`config.mk`:
```
export PLATFORM = sky130hd
export DESIGN_NAME = fpa_prot_aux
export DESIGN_NICKNAME = d
export VERILOG_FILES = /design/src/common/fpa_pkg.sv /design/src/rtl/fpa_tick_gen.sv /design/src/rtl/fpa_delay_timer.sv /design/src/rtl/fpa_prot_aux.sv
export SDC_FILE = /design/constraint.sdc
export NUM_CORES = 1
export LEC_CHECK = 0
export ABC_AREA = 1
export BUFFER_PORTS_ARGS = -buffer_cell sky130_fd_sc_hd__buf_2
export CORE_MARGIN = 4
export CORE_UTILIZATION = 37
export CTS_CLUSTER_DIAMETER = 200
export DETAILED_ROUTE_END_ITERATION = 6
export MAX_ROUTING_LAYER = met4
export PLACE_DENSITY = 0.55
export REMOVE_ABC_BUFFERS = 1
export SKIP_CTS_REPAIR_TIMING = 1
export SYNTH_ARGS = -nofsm -noshare
export SYNTH_HDL_FRONTEND = slang
export SYNTH_SLANG_ARGS = --single-unit
```
`constraint.sdc`:
```
create_clock -name core_clk -period 7.05 [get_ports core_clk]
set_input_delay 1.41 -clock core_clk [delete_from_list [all_inputs] [get_ports core_clk]]
set_output_delay 1.41 -clock core_clk [all_outputs]
set_load 0.03 [all_outputs]
```
`src/common/fpa_pkg.sv`:
```
/*
 * shared constants, types and helpers of the feeder protection auxiliary logic.
 * assumes a single 250 MHz core clock and scaled measurement words.
 */
package fpa_pkg;

	// ****************************************************************
	// timing
	// ****************************************************************
	localparam int CLK_MHZ     = 250;
	localparam int TICK_MS     = 100;
	localparam int TICK_CYCLES = CLK_MHZ * 1000 * TICK_MS;

	// ****************************************************************
	// sizes and setting limits
	// ****************************************************************
	localparam int N_PROT  = 8;
	localparam int N_STAGE = 3;
	localparam int TW      = 10;

	localparam logic [TW-1:0] DELAY_MAX_TICKS = 10'h258;
	localparam logic [15:0]   SS_THR_MIN      = 16'h01f4;
	localparam logic [15:0]   SS_THR_MAX      = 16'h4e20;
	localparam logic [15:0]   V1_THR_MIN      = 16'h0000;
	localparam logic [15:0]   V1_THR_MAX      = 16'h005a;
	localparam logic [15:0]   V0_THR_MIN      = 16'h000a;
	localparam logic [15:0]   V0_THR_MAX      = 16'h0082;
	localparam logic [7:0]    PCT_SCALE       = 8'h64;
	localparam logic [15:0]   ZERO16          = 16'h0000;

	// ****************************************************************
	// types
	// ****************************************************************
	typedef enum logic {FPA_COLD_PICKUP, FPA_COLD_CURVE} fpa_cold_mode_t;
	typedef enum logic {FPA_CURVE_DEFINITE, FPA_CURVE_INVERSE} fpa_curve_t;
	typedef enum logic {FPA_COLD_IDLE, FPA_COLD_ACTIVE} fpa_cold_state_t;

	typedef struct packed {
		logic relay;
		logic virt;
	} fpa_route_t;

	// currents in amperes, voltages in hundredths of nominal_voltage
	typedef struct packed {
		logic [15:0] i_a;
		logic [15:0] i_b;
		logic [15:0] i_c;
		logic [15:0] i_res;
		logic [15:0] i1;
		logic [15:0] i2;
		logic [15:0] v1;
		logic [15:0] v0;
	} fpa_meas_t;

	function automatic logic [15:0] clamp16(input logic [15:0] v, input logic [15:0] lo,
			input logic [15:0] hi);
		clamp16 = (v < lo) ? lo : ((v > hi) ? hi : v);
	endfunction

	function automatic logic [15:0] max3(input logic [15:0] a, input logic [15:0] b,
			input logic [15:0] c);
		logic [15:0] m;
		m = (a > b) ? a : b;
		max3 = (m > c) ? m : c;
	endfunction

endpackage : fpa_pkg

```
`src/rtl/fpa_tick_gen.sv`:
```
/*
 * free-running timebase that issues one-cycle ticks.
 * assumes one clock; the period is a parameter so that simulation can shorten it.
 */
module fpa_tick_gen #(
	parameter int TICK_CYCLES = fpa_pkg::TICK_CYCLES
) (
	input  wire logic core_clk,
	input  wire logic rst_b,
	output logic      tick
);

	logic [31:0] cnt_reg;

	always_ff @(posedge core_clk or negedge rst_b) begin
		if (!rst_b) begin
			cnt_reg <= 32'h0000_0000;
			tick    <= 1'b0;
		end else if (cnt_reg >= 32'(TICK_CYCLES - 1)) begin
			cnt_reg <= 32'h0000_0000;
			tick    <= 1'b1;
		end else begin
			cnt_reg <= cnt_reg + 32'h0000_0001;
			tick    <= 1'b0;
		end
	end

endmodule // fpa_tick_gen

```
`src/rtl/fpa_delay_timer.sv`:
```
/*
 * definite-time delay counted in ticks.
 * assumes a one-cycle tick from the shared timebase; run low clears it at once.
 */
module fpa_delay_timer (
	input  wire logic                  core_clk,
	input  wire logic                  rst_b,
	input  wire logic                  tick,
	input  wire logic                  run,
	input  wire logic [fpa_pkg::TW-1:0] limit,
	output logic                       done
);

	logic [fpa_pkg::TW-1:0] cnt_reg;

	// a limit of zero expires on the cycle after run rises
	always_ff @(posedge core_clk or negedge rst_b) begin
		if (!rst_b) begin
			cnt_reg <= '0;
			done    <= 1'b0;
		end else if (!run) begin
			cnt_reg <= '0;
			done    <= 1'b0;
		end else if (cnt_reg >= limit) begin
			done <= 1'b1;
		end else if (tick) begin
			cnt_reg <= cnt_reg + 1'b1;
		end
	end

endmodule // fpa_delay_timer

```
`src/rtl/fpa_prot_aux.sv`:
```
/*
 * auxiliary protection supervision: cold load pickup, breaker failure,
 * shot skip and broken-conductor detection.
 * assumes measurement words and breaker status come from logic on core_clk.
 */
// What this block does
// RULE1: cold load pickup: pickup override or curve mode
// RULE2: curve mode picks definite or inverse time
// RULE3: cold load pickup has enable; idle when disabled
// RULE4: open-to-closed breaker starts timed interval
// RULE5: blocked: delay zero, keep returning start stage
// RULE6: breaker failure uses polyphase and single-phase elements
// RULE7: breaker failure enable and monitored-protection mask
// RULE8: masked protection trip starts failure timer
// RULE9: trips still present at expiry drive outputs
// RULE10: heavy fault trips instantly and skips reclose stages
// RULE11: shot skip off leaves reclosing untouched
// RULE12: skip thresholds 500 to 20000 A, both faults
// RULE13: skip count 0 to 3, zero skips none
// RULE14: count N omits first N stages in order
// RULE15: protections subject to shot skip are selectable
// RULE16: ratio above threshold drives relay/virtual outputs
// RULE17: inhibited below discrimination, active above overcurrent
// RULE18: broken-conductor delay 0 to 60 s, 0.1 s
// RULE19: low positive-sequence voltage blocks operation
// RULE20: high zero-sequence voltage blocks operation
// RULE21: all timers count a fixed clock-derived tick
// RULE22: front end supplies strobed measurements and breaker state
module fpa_prot_aux #(
	parameter int TICK_CYCLES = fpa_pkg::TICK_CYCLES
) (
	input  wire logic                           core_clk,
	input  wire logic                           rst_b,
	input  wire fpa_pkg::fpa_meas_t             meas,
	input  wire logic                           meas_valid,
	input  wire logic                           brk_closed,
	input  wire logic [fpa_pkg::N_PROT-1:0]     prot_trip,
	input  wire logic                           cold_load_pickup_en,
	input  wire logic                           cold_load_pickup_block,
	input  wire fpa_pkg::fpa_cold_mode_t        cold_load_pickup_mode,
	input  wire fpa_pkg::fpa_curve_t            cold_load_pickup_curve,
	input  wire logic [15:0]                    cold_load_pickup_level,
	input  wire logic [fpa_pkg::TW-1:0]         cold_load_pickup_duration,
	output logic                                cold_load_pickup_active,
	output logic                                cold_load_pickup_override,
	output logic [15:0]                         cold_load_pickup_level_out,
	output logic                                cold_load_pickup_curve_sel,
	output fpa_pkg::fpa_curve_t                 cold_load_pickup_curve_out,
	output logic [fpa_pkg::TW-1:0]              cold_load_pickup_delay,
	output logic                                cold_load_pickup_stage_reset,
	input  wire logic                           bf_en,
	input  wire logic [fpa_pkg::N_PROT-1:0]     bf_mask,
	input  wire logic [15:0]                    bf_phase_thr,
	input  wire logic [15:0]                    bf_ground_thr,
	input  wire logic [fpa_pkg::TW-1:0]         bf_time,
	input  wire fpa_pkg::fpa_route_t            bf_route,
	output fpa_pkg::fpa_route_t                 bf_out,
	input  wire logic                           shot_skip_en,
	input  wire logic [fpa_pkg::N_PROT-1:0]     shot_skip_mask,
	input  wire logic [15:0]                    shot_skip_thr_pp,
	input  wire logic [15:0]                    shot_skip_thr_pg,
	input  wire logic [1:0]                     shot_skip_count,
	input  wire logic                           seq_restart,
	output logic                                shot_skip_trip,
	output logic [fpa_pkg::N_STAGE-1:0]         shot_skip_stages,
	input  wire logic                           bc_en,
	input  wire logic [15:0]                    bc_oc_thr,
	input  wire logic [15:0]                    bc_disc_thr,
	input  wire logic [7:0]                     bc_ratio_pct,
	input  wire logic [fpa_pkg::TW-1:0]         bc_delay,
	input  wire logic [15:0]                    bc_v1_thr,
	input  wire logic [15:0]                    bc_v0_thr,
	input  wire fpa_pkg::fpa_route_t            bc_route,
	output fpa_pkg::fpa_route_t                 bc_out
);

	// ****************************************************************
	// timebase and measurement capture
	// ****************************************************************
	logic                   tick;
	fpa_pkg::fpa_meas_t     meas_reg;
	logic                   brk_closed_reg;

	fpa_tick_gen #(
		.TICK_CYCLES (TICK_CYCLES)
	) u_tick (
		.core_clk (core_clk),
		.rst_b    (rst_b),
		.tick     (tick)                                  // RULE21
	);

	// words are only trusted when strobed; between strobes the last set holds
	always_ff @(posedge core_clk or negedge rst_b) begin
		if (!rst_b) begin
			meas_reg <= '0;
		end else if (meas_valid) begin
			meas_reg <= meas;                                 // RULE22
		end
	end

	always_ff @(posedge core_clk or negedge rst_b) begin
		if (!rst_b) begin
			brk_closed_reg <= 1'b0;
		end else begin
			brk_closed_reg <= brk_closed;
		end
	end

	logic        brk_close_edge;
	logic [15:0] i_phase_max;

	assign brk_close_edge = brk_closed && !brk_closed_reg;
	assign i_phase_max    = fpa_pkg::max3(meas_reg.i_a, meas_reg.i_b, meas_reg.i_c);

	// ****************************************************************
	// cold load pickup
	// ****************************************************************
	// settings above the longest delay clamp rather than wrap
	function automatic logic [fpa_pkg::TW-1:0] to_ticks(input logic [fpa_pkg::TW-1:0] d);
		logic [15:0] c;
		c = fpa_pkg::clamp16(16'(d), fpa_pkg::ZERO16, 16'(fpa_pkg::DELAY_MAX_TICKS));
		to_ticks = c[fpa_pkg::TW-1:0];
	endfunction

	fpa_pkg::fpa_cold_state_t cold_state_reg;
	logic                     cold_done;
	logic                     cold_run;
	logic [fpa_pkg::TW-1:0]   cold_limit;

	assign cold_run   = (cold_state_reg == fpa_pkg::FPA_COLD_ACTIVE);
	assign cold_limit = to_ticks(cold_load_pickup_duration);

	fpa_delay_timer u_cold_timer (
		.core_clk (core_clk),
		.rst_b    (rst_b),
		.tick     (tick),
		.run      (cold_run),
		.limit    (cold_limit),
		.done     (cold_done)                             // RULE4
	);

	// an open breaker or a disable ends the interval early
	always_ff @(posedge core_clk or negedge rst_b) begin
		if (!rst_b) begin
			cold_state_reg <= fpa_pkg::FPA_COLD_IDLE;
		end else begin
			unique case (cold_state_reg)
				fpa_pkg::FPA_COLD_IDLE: begin
					if (cold_load_pickup_en && !cold_load_pickup_block && brk_close_edge) begin
						cold_state_reg <= fpa_pkg::FPA_COLD_ACTIVE;  // RULE4
					end
				end
				fpa_pkg::FPA_COLD_ACTIVE: begin
					if (!cold_load_pickup_en || cold_load_pickup_block || cold_done ||
						!brk_closed) begin
						cold_state_reg <= fpa_pkg::FPA_COLD_IDLE;    // RULE3
					end
				end
			endcase
		end
	end

	always_ff @(posedge core_clk or negedge rst_b) begin
		if (!rst_b) begin
			cold_load_pickup_active    <= 1'b0;
			cold_load_pickup_override  <= 1'b0;
			cold_load_pickup_level_out <= 16'h0000;
			cold_load_pickup_curve_sel <= 1'b0;
			cold_load_pickup_curve_out <= fpa_pkg::FPA_CURVE_DEFINITE;
		end else begin
			cold_load_pickup_active    <= cold_run && cold_load_pickup_en;  // RULE3
			cold_load_pickup_override  <= cold_run && cold_load_pickup_en &&
				cold_load_pickup_mode == fpa_pkg::FPA_COLD_PICKUP;           // RULE1
			cold_load_pickup_level_out <= cold_load_pickup_level;           // RULE1
			cold_load_pickup_curve_sel <= cold_run && cold_load_pickup_en &&
				cold_load_pickup_mode == fpa_pkg::FPA_COLD_CURVE;            // RULE1
			cold_load_pickup_curve_out <= cold_load_pickup_curve;          // RULE2
		end
	end

	// blocked: delay forced to zero and start stage requested every cycle
	always_ff @(posedge core_clk or negedge rst_b) begin
		if (!rst_b) begin
			cold_load_pickup_delay       <= '0;
			cold_load_pickup_stage_reset <= 1'b0;
		end else begin
			cold_load_pickup_delay       <= cold_load_pickup_block ? '0 : cold_limit;  // RULE5
			cold_load_pickup_stage_reset <= cold_load_pickup_block;                   // RULE5
		end
	end

	// ****************************************************************
	// breaker failure
	// ****************************************************************
	logic                   bf_poly;
	logic                   bf_single;
	logic                   bf_started;
	logic                   bf_done;
	logic [fpa_pkg::TW-1:0] bf_limit;
	logic [1:0]             bf_phases_hi;

	// two or more phases above setting is treated as a polyphase fault
	assign bf_phases_hi = 2'(meas_reg.i_a >= bf_phase_thr) + 2'(meas_reg.i_b >= bf_phase_thr) +
		2'(meas_reg.i_c >= bf_phase_thr);
	assign bf_poly      = bf_phases_hi >= 2'h2;                                  // RULE6
	assign bf_single    = meas_reg.i_res >= bf_ground_thr;                      // RULE6
	assign bf_started   = bf_en && |(prot_trip & bf_mask);                      // RULE7 RULE8
	assign bf_limit     = to_ticks(bf_time);

	fpa_delay_timer u_bf_timer (
		.core_clk (core_clk),
		.rst_b    (rst_b),
		.tick     (tick),
		.run      (bf_started),
		.limit    (bf_limit),
		.done     (bf_done)                               // RULE8
	);

	// drops as soon as the trips drop out or current stops
	always_ff @(posedge core_clk or negedge rst_b) begin
		if (!rst_b) begin
			bf_out <= '0;
		end else begin
			bf_out.relay <= bf_done && bf_started && (bf_poly || bf_single) && bf_route.relay;  // RULE9
			bf_out.virt  <= bf_done && bf_started && (bf_poly || bf_single) && bf_route.virt;   // RULE9
		end
	end

	// ****************************************************************
	// shot skip
	// ****************************************************************
	logic [15:0] ss_thr_pp;
	logic [15:0] ss_thr_pg;
	logic        ss_fire;

	assign ss_thr_pp = fpa_pkg::clamp16(shot_skip_thr_pp, fpa_pkg::SS_THR_MIN,
		fpa_pkg::SS_THR_MAX);                                                     // RULE12
	assign ss_thr_pg = fpa_pkg::clamp16(shot_skip_thr_pg, fpa_pkg::SS_THR_MIN,
		fpa_pkg::SS_THR_MAX);                                                     // RULE12
	assign ss_fire   = shot_skip_en && |(prot_trip & shot_skip_mask) &&
		(i_phase_max >= ss_thr_pp || meas_reg.i_res >= ss_thr_pg);              // RULE10 RULE15

	function automatic logic [fpa_pkg::N_STAGE-1:0] skip_map(input logic [1:0] n);
		logic [fpa_pkg::N_STAGE-1:0] m;
		m = '0;
		for (int k = 0; k < fpa_pkg::N_STAGE; k++) begin
			m[k] = (k < int'(n));
		end
		skip_map = m;
	endfunction

	always_ff @(posedge core_clk or negedge rst_b) begin
		if (!rst_b) begin
			shot_skip_trip <= 1'b0;
		end else begin
			shot_skip_trip <= ss_fire;                       // RULE10
		end
	end

	// a new fire in the restart cycle wins, so the skip is not lost
	always_ff @(posedge core_clk or negedge rst_b) begin
		if (!rst_b) begin
			shot_skip_stages <= '0;
		end else if (!shot_skip_en) begin
			shot_skip_stages <= '0;                          // RULE11
		end else if (ss_fire) begin
			shot_skip_stages <= skip_map(shot_skip_count);   // RULE13 RULE14
		end else if (seq_restart) begin
			shot_skip_stages <= '0;
		end
	end

	// ****************************************************************
	// broken conductor
	// ****************************************************************
	logic [23:0]            bc_num;
	logic [23:0]            bc_den;
	logic                   bc_ratio_hi;
	logic                   bc_armed;
	logic                   bc_vblock;
	logic                   bc_run;
	logic                   bc_done;
	logic [fpa_pkg::TW-1:0] bc_limit;

	assign bc_num      = 24'(meas_reg.i2) * 24'(fpa_pkg::PCT_SCALE);
	assign bc_den      = 24'(meas_reg.i1) * 24'(bc_ratio_pct);
	assign bc_ratio_hi = bc_num > bc_den;                                        // RULE16
	// below discrimination the ratio is noise; above overcurrent it is meaningful
	assign bc_armed    = i_phase_max >= bc_disc_thr && i_phase_max >= bc_oc_thr; // RULE17
	assign bc_vblock   = meas_reg.v1 < fpa_pkg::clamp16(bc_v1_thr, fpa_pkg::V1_THR_MIN,
		fpa_pkg::V1_THR_MAX) ||                                                   // RULE19
		meas_reg.v0 > fpa_pkg::clamp16(bc_v0_thr, fpa_pkg::V0_THR_MIN,
		fpa_pkg::V0_THR_MAX);                                                     // RULE20
	assign bc_run      = bc_en && bc_armed && bc_ratio_hi && !bc_vblock;
	assign bc_limit    = to_ticks(bc_delay);                                     // RULE18

	fpa_delay_timer u_bc_timer (
		.core_clk (core_clk),
		.rst_b    (rst_b),
		.tick     (tick),
		.run      (bc_run),
		.limit    (bc_limit),
		.done     (bc_done)                               // RULE18
	);

	always_ff @(posedge core_clk or negedge rst_b) begin
		if (!rst_b) begin
			bc_out <= '0;
		end else begin
			bc_out.relay <= bc_done && bc_run && bc_route.relay;  // RULE16
			bc_out.virt  <= bc_done && bc_run && bc_route.virt;   // RULE16
		end
	end

endmodule // fpa_prot_aux

```
==> reports/metrics.cfg <==
[detailed_routing]
vias=19400
drc=0
wire_per_inst_um=15.6
dr.first_iter.drc_count=891
firstDrtPassIters=5
routed_via_density=4.86
wirelength_um=62400
ant_nets=0

[timing]
worst_slew_pin_slew_ns=1.08
drv_slew=0
fin_skew_ns=0.0165
rsz0062_at_grt=no
setup_ws_ns=0.456
finalCritPeriodShare=0.935
fmax_ghz=0.152
setup_violations=0
finalHoldViolCount=0
slew_headroom=0.283
period_needed_ns=6.59

[global_routing]
overflow=0
grt_antenna_before_repair=13
grt_pass1_vias=19500
grt_max_degree=151
gr-usage-all-layers=0.200
grt_pass1_wl_um=100000

[critical_path]
startpoint_type=input port
worstPathArrival_ns=7.04
endpoint_kind=flip-flop
worstSetupPathType=input port to flip-flop
crit_fanout=16
required_ns=7.50

[power_and_ir_drop]
clkPwrFrac=0.217
p_leak_uw=0.0144
p_comb_frac=0.580
power_frac_seq=0.203
p_int_uw=4150
switching_share=0.450
irDropWorstVdd_mv=0.239
switchingPower_uw=3400
total_power_uw=7550
p_per_area_nw_per_um2=290

[run]
maxCapViolCount=0

[synth]
synth-main-ff-cell=dfrtp_1
ys_types=56
postSynthAreaPerCell_sq_um=7.92
yosysMostFrequentCell=nand2_1
syn_inst=2784
synth_area_sq_um=22100
yosysSeqAreaShare=0.267
synth.top_cell.area_share=0.267
synth_edf_count=0
yosysTopAreaCell=dfrtp_1
ys_top_cells_by_area=dfrtp_1, ha_1, nand2_1, inv_1, fa_1
ys_ff_latch=235
yosysWarnings=0
synth-async-reset-ratio=1.00
synth_commonest_cells=nand2_1, inv_1, ha_1

[place]
io_buffers=390
place_congestion=0.911
place_hpwl_um=51100
pre_cts_ws_ns=-0.0157

[finish]
fin_nets=3975
largest_reg_flops=128
multiInputGateArea_sq_um=14000
fillCellCount=5948
register_area_sq_um=5880
area_growth_pct=18.0
drive_gt1_frac=0.177

[floorplan]
die-area_sq_um=63600
initial_core_util=0.374
die_w_um=252
coreArea_sq_um=59000
rows=89
die_h_um=252
ioPinCount=391

[clock_tree]
clkLatencyLatePin_ns=0.53
cts_buffers=34
clock-sinks=235
cts_root_buf=clkbuf_16
htreeDepth=2
clock_path_buffers=3
clk_pin_slew_ns=0.05
cts_tree=yes

[worst_hold_path]
hold_path.class=flip-flop to flip-flop

[run_status]
outcome=finished, final reports clean

[power groups by stage]
stage / clock, uW / combinational (uW) / sequential [uW]
after floorplan: 0 / 3080 / 1540
after global placement: 0 / 4320 / 1550
after detailed placement: 0 / 4370 / 1550
after CTS: 1720 / 4410 / 1530
after global routing: 1760 / 5020 / 1540
final: 1640 / 4380 / 1530
[cells in the final DEF, fill, tap and decap left out, types with 5 or more instances in the layout]
cell type / n
and2_1: 16
o211ai_1: 8
nand2_2: 5
xnor2_1: 16
mux2_2: 68
nor3_1: 46
o21bai_1: 7
inv_1: 531
buf_2: 387
xor2_1: 43
nor4_1: 18
nor2_1: 169
nand2_1: 580
a21oi_1: 175
o31ai_1: 10
conb_1: 26
o21ai_0: 116
clkinv_2: 11
fa_1: 95
clkbuf_1: 6
a211oi_1: 12
diode_2: 10
nor2_2: 14
dfrtp_1: 235
nand3_1: 109
ha_1: 344
o21a_1: 6
clkbuf_16: 34
nand4_1: 34
buf_4: 12
clkbuf_8: 6
[critical path, stage by stage]
cell and delay (ns):
buf_2 0.32, nand2_1 0.16, fa_1 0.49, fa_1 0.57, fa_1 0.44, fa_1 0.55
inv_1 0.05, ha_1 0.36, a21oi_1 0.23, nand2_1 0.17, a21oi_1 0.23, o21ai_0 0.19
a21oi_1 0.20, xor2_1 0.10, ha_1 0.30, nand2_1 0.05, nor2_1 0.16, nand4_1 0.14
nor2_1 0.11, nand2_1 0.06, nand3_1 0.08, nand2_1 0.05, nand2_1 0.07, nand3_2 0.10
nor2_4 0.19, nand2_4 0.14, nor2_2 0.13
[final timing paths]
check / start / end / slack, ns / depth (start not counted)
min in group asynchronous: rst_b / cold_load_pickup_delay[7]$_DFF_PN0_ / 0.87 / 1
max reg2reg: meas_reg[109]$_DFFE_PN0P_ / shot_skip_stages[0]$_DFFE_PN0P_ / 0.99 / 36
max: bc_ratio_pct[4] / u_bc_timer.cnt_reg[9]$_DFFE_PN0P_ / 0.46 / 27
min: u_tick.cnt_reg[0]$_DFF_PN0_ / u_tick.cnt_reg[0]$_DFF_PN0_ / 0.46 / 1
max in group asynchronous: rst_b / meas_reg[94]$_DFFE_PN0P_ / 4.82 / 2
min reg2reg: u_tick.cnt_reg[0]$_DFF_PN0_ / u_tick.cnt_reg[0]$_DFF_PN0_ / 0.46 / 1
[routing by layer]
layer  track usage  up-vias  wire [um]
li1              -     9762          -
met1         0.252     9085      27100
met2         0.330      466      29900
met3        0.0396       88       3810
met4        0.0542        0       1610
met5             -        -          0
[stage by stage]
stage	std cells	util	setup TNS, ns	hold slack, ns	instance area, sq um
after floorplan	2745	-	0	0.433	21900
after global placement	3921	0.423	0	0.448	24900
after detailed placement	3921	0.423	-0.0688	0.462	24900
after CTS	3980	0.441	0	0.469	26000
after global routing	3990	0.441	0	0.482	26000
final	3990	0.441	0	0.462	26000
[cell families after synthesis]
group                    after synthesis  synth area share
AND/OR/NAND/NOR                     1017             0.198
buffers and inverters                596             0.102
adder cells (fa/ha/maj)              439             0.281
AO/OA/AOI/OAI                        368            0.0935
flip-flops                           235             0.267
multiplexers                          68            0.0347
XOR/XNOR                              59            0.0234
other                                  2          0.000340
[final cells by class]
class | instances | area share
Clock inverter | 13 | 0.00389
Antenna cell | 10 | 0.000961
Multi-Input combinational cell | 1977 | 0.538
Tap cell | 773 | 0.0372
Clock buffer | 46 | 0.0367
Inverter | 533 | 0.0769
Sequential cell | 235 | 0.226
Timing Repair Buffer | 403 | 0.0799
Power figures use the tool's default switching activity.
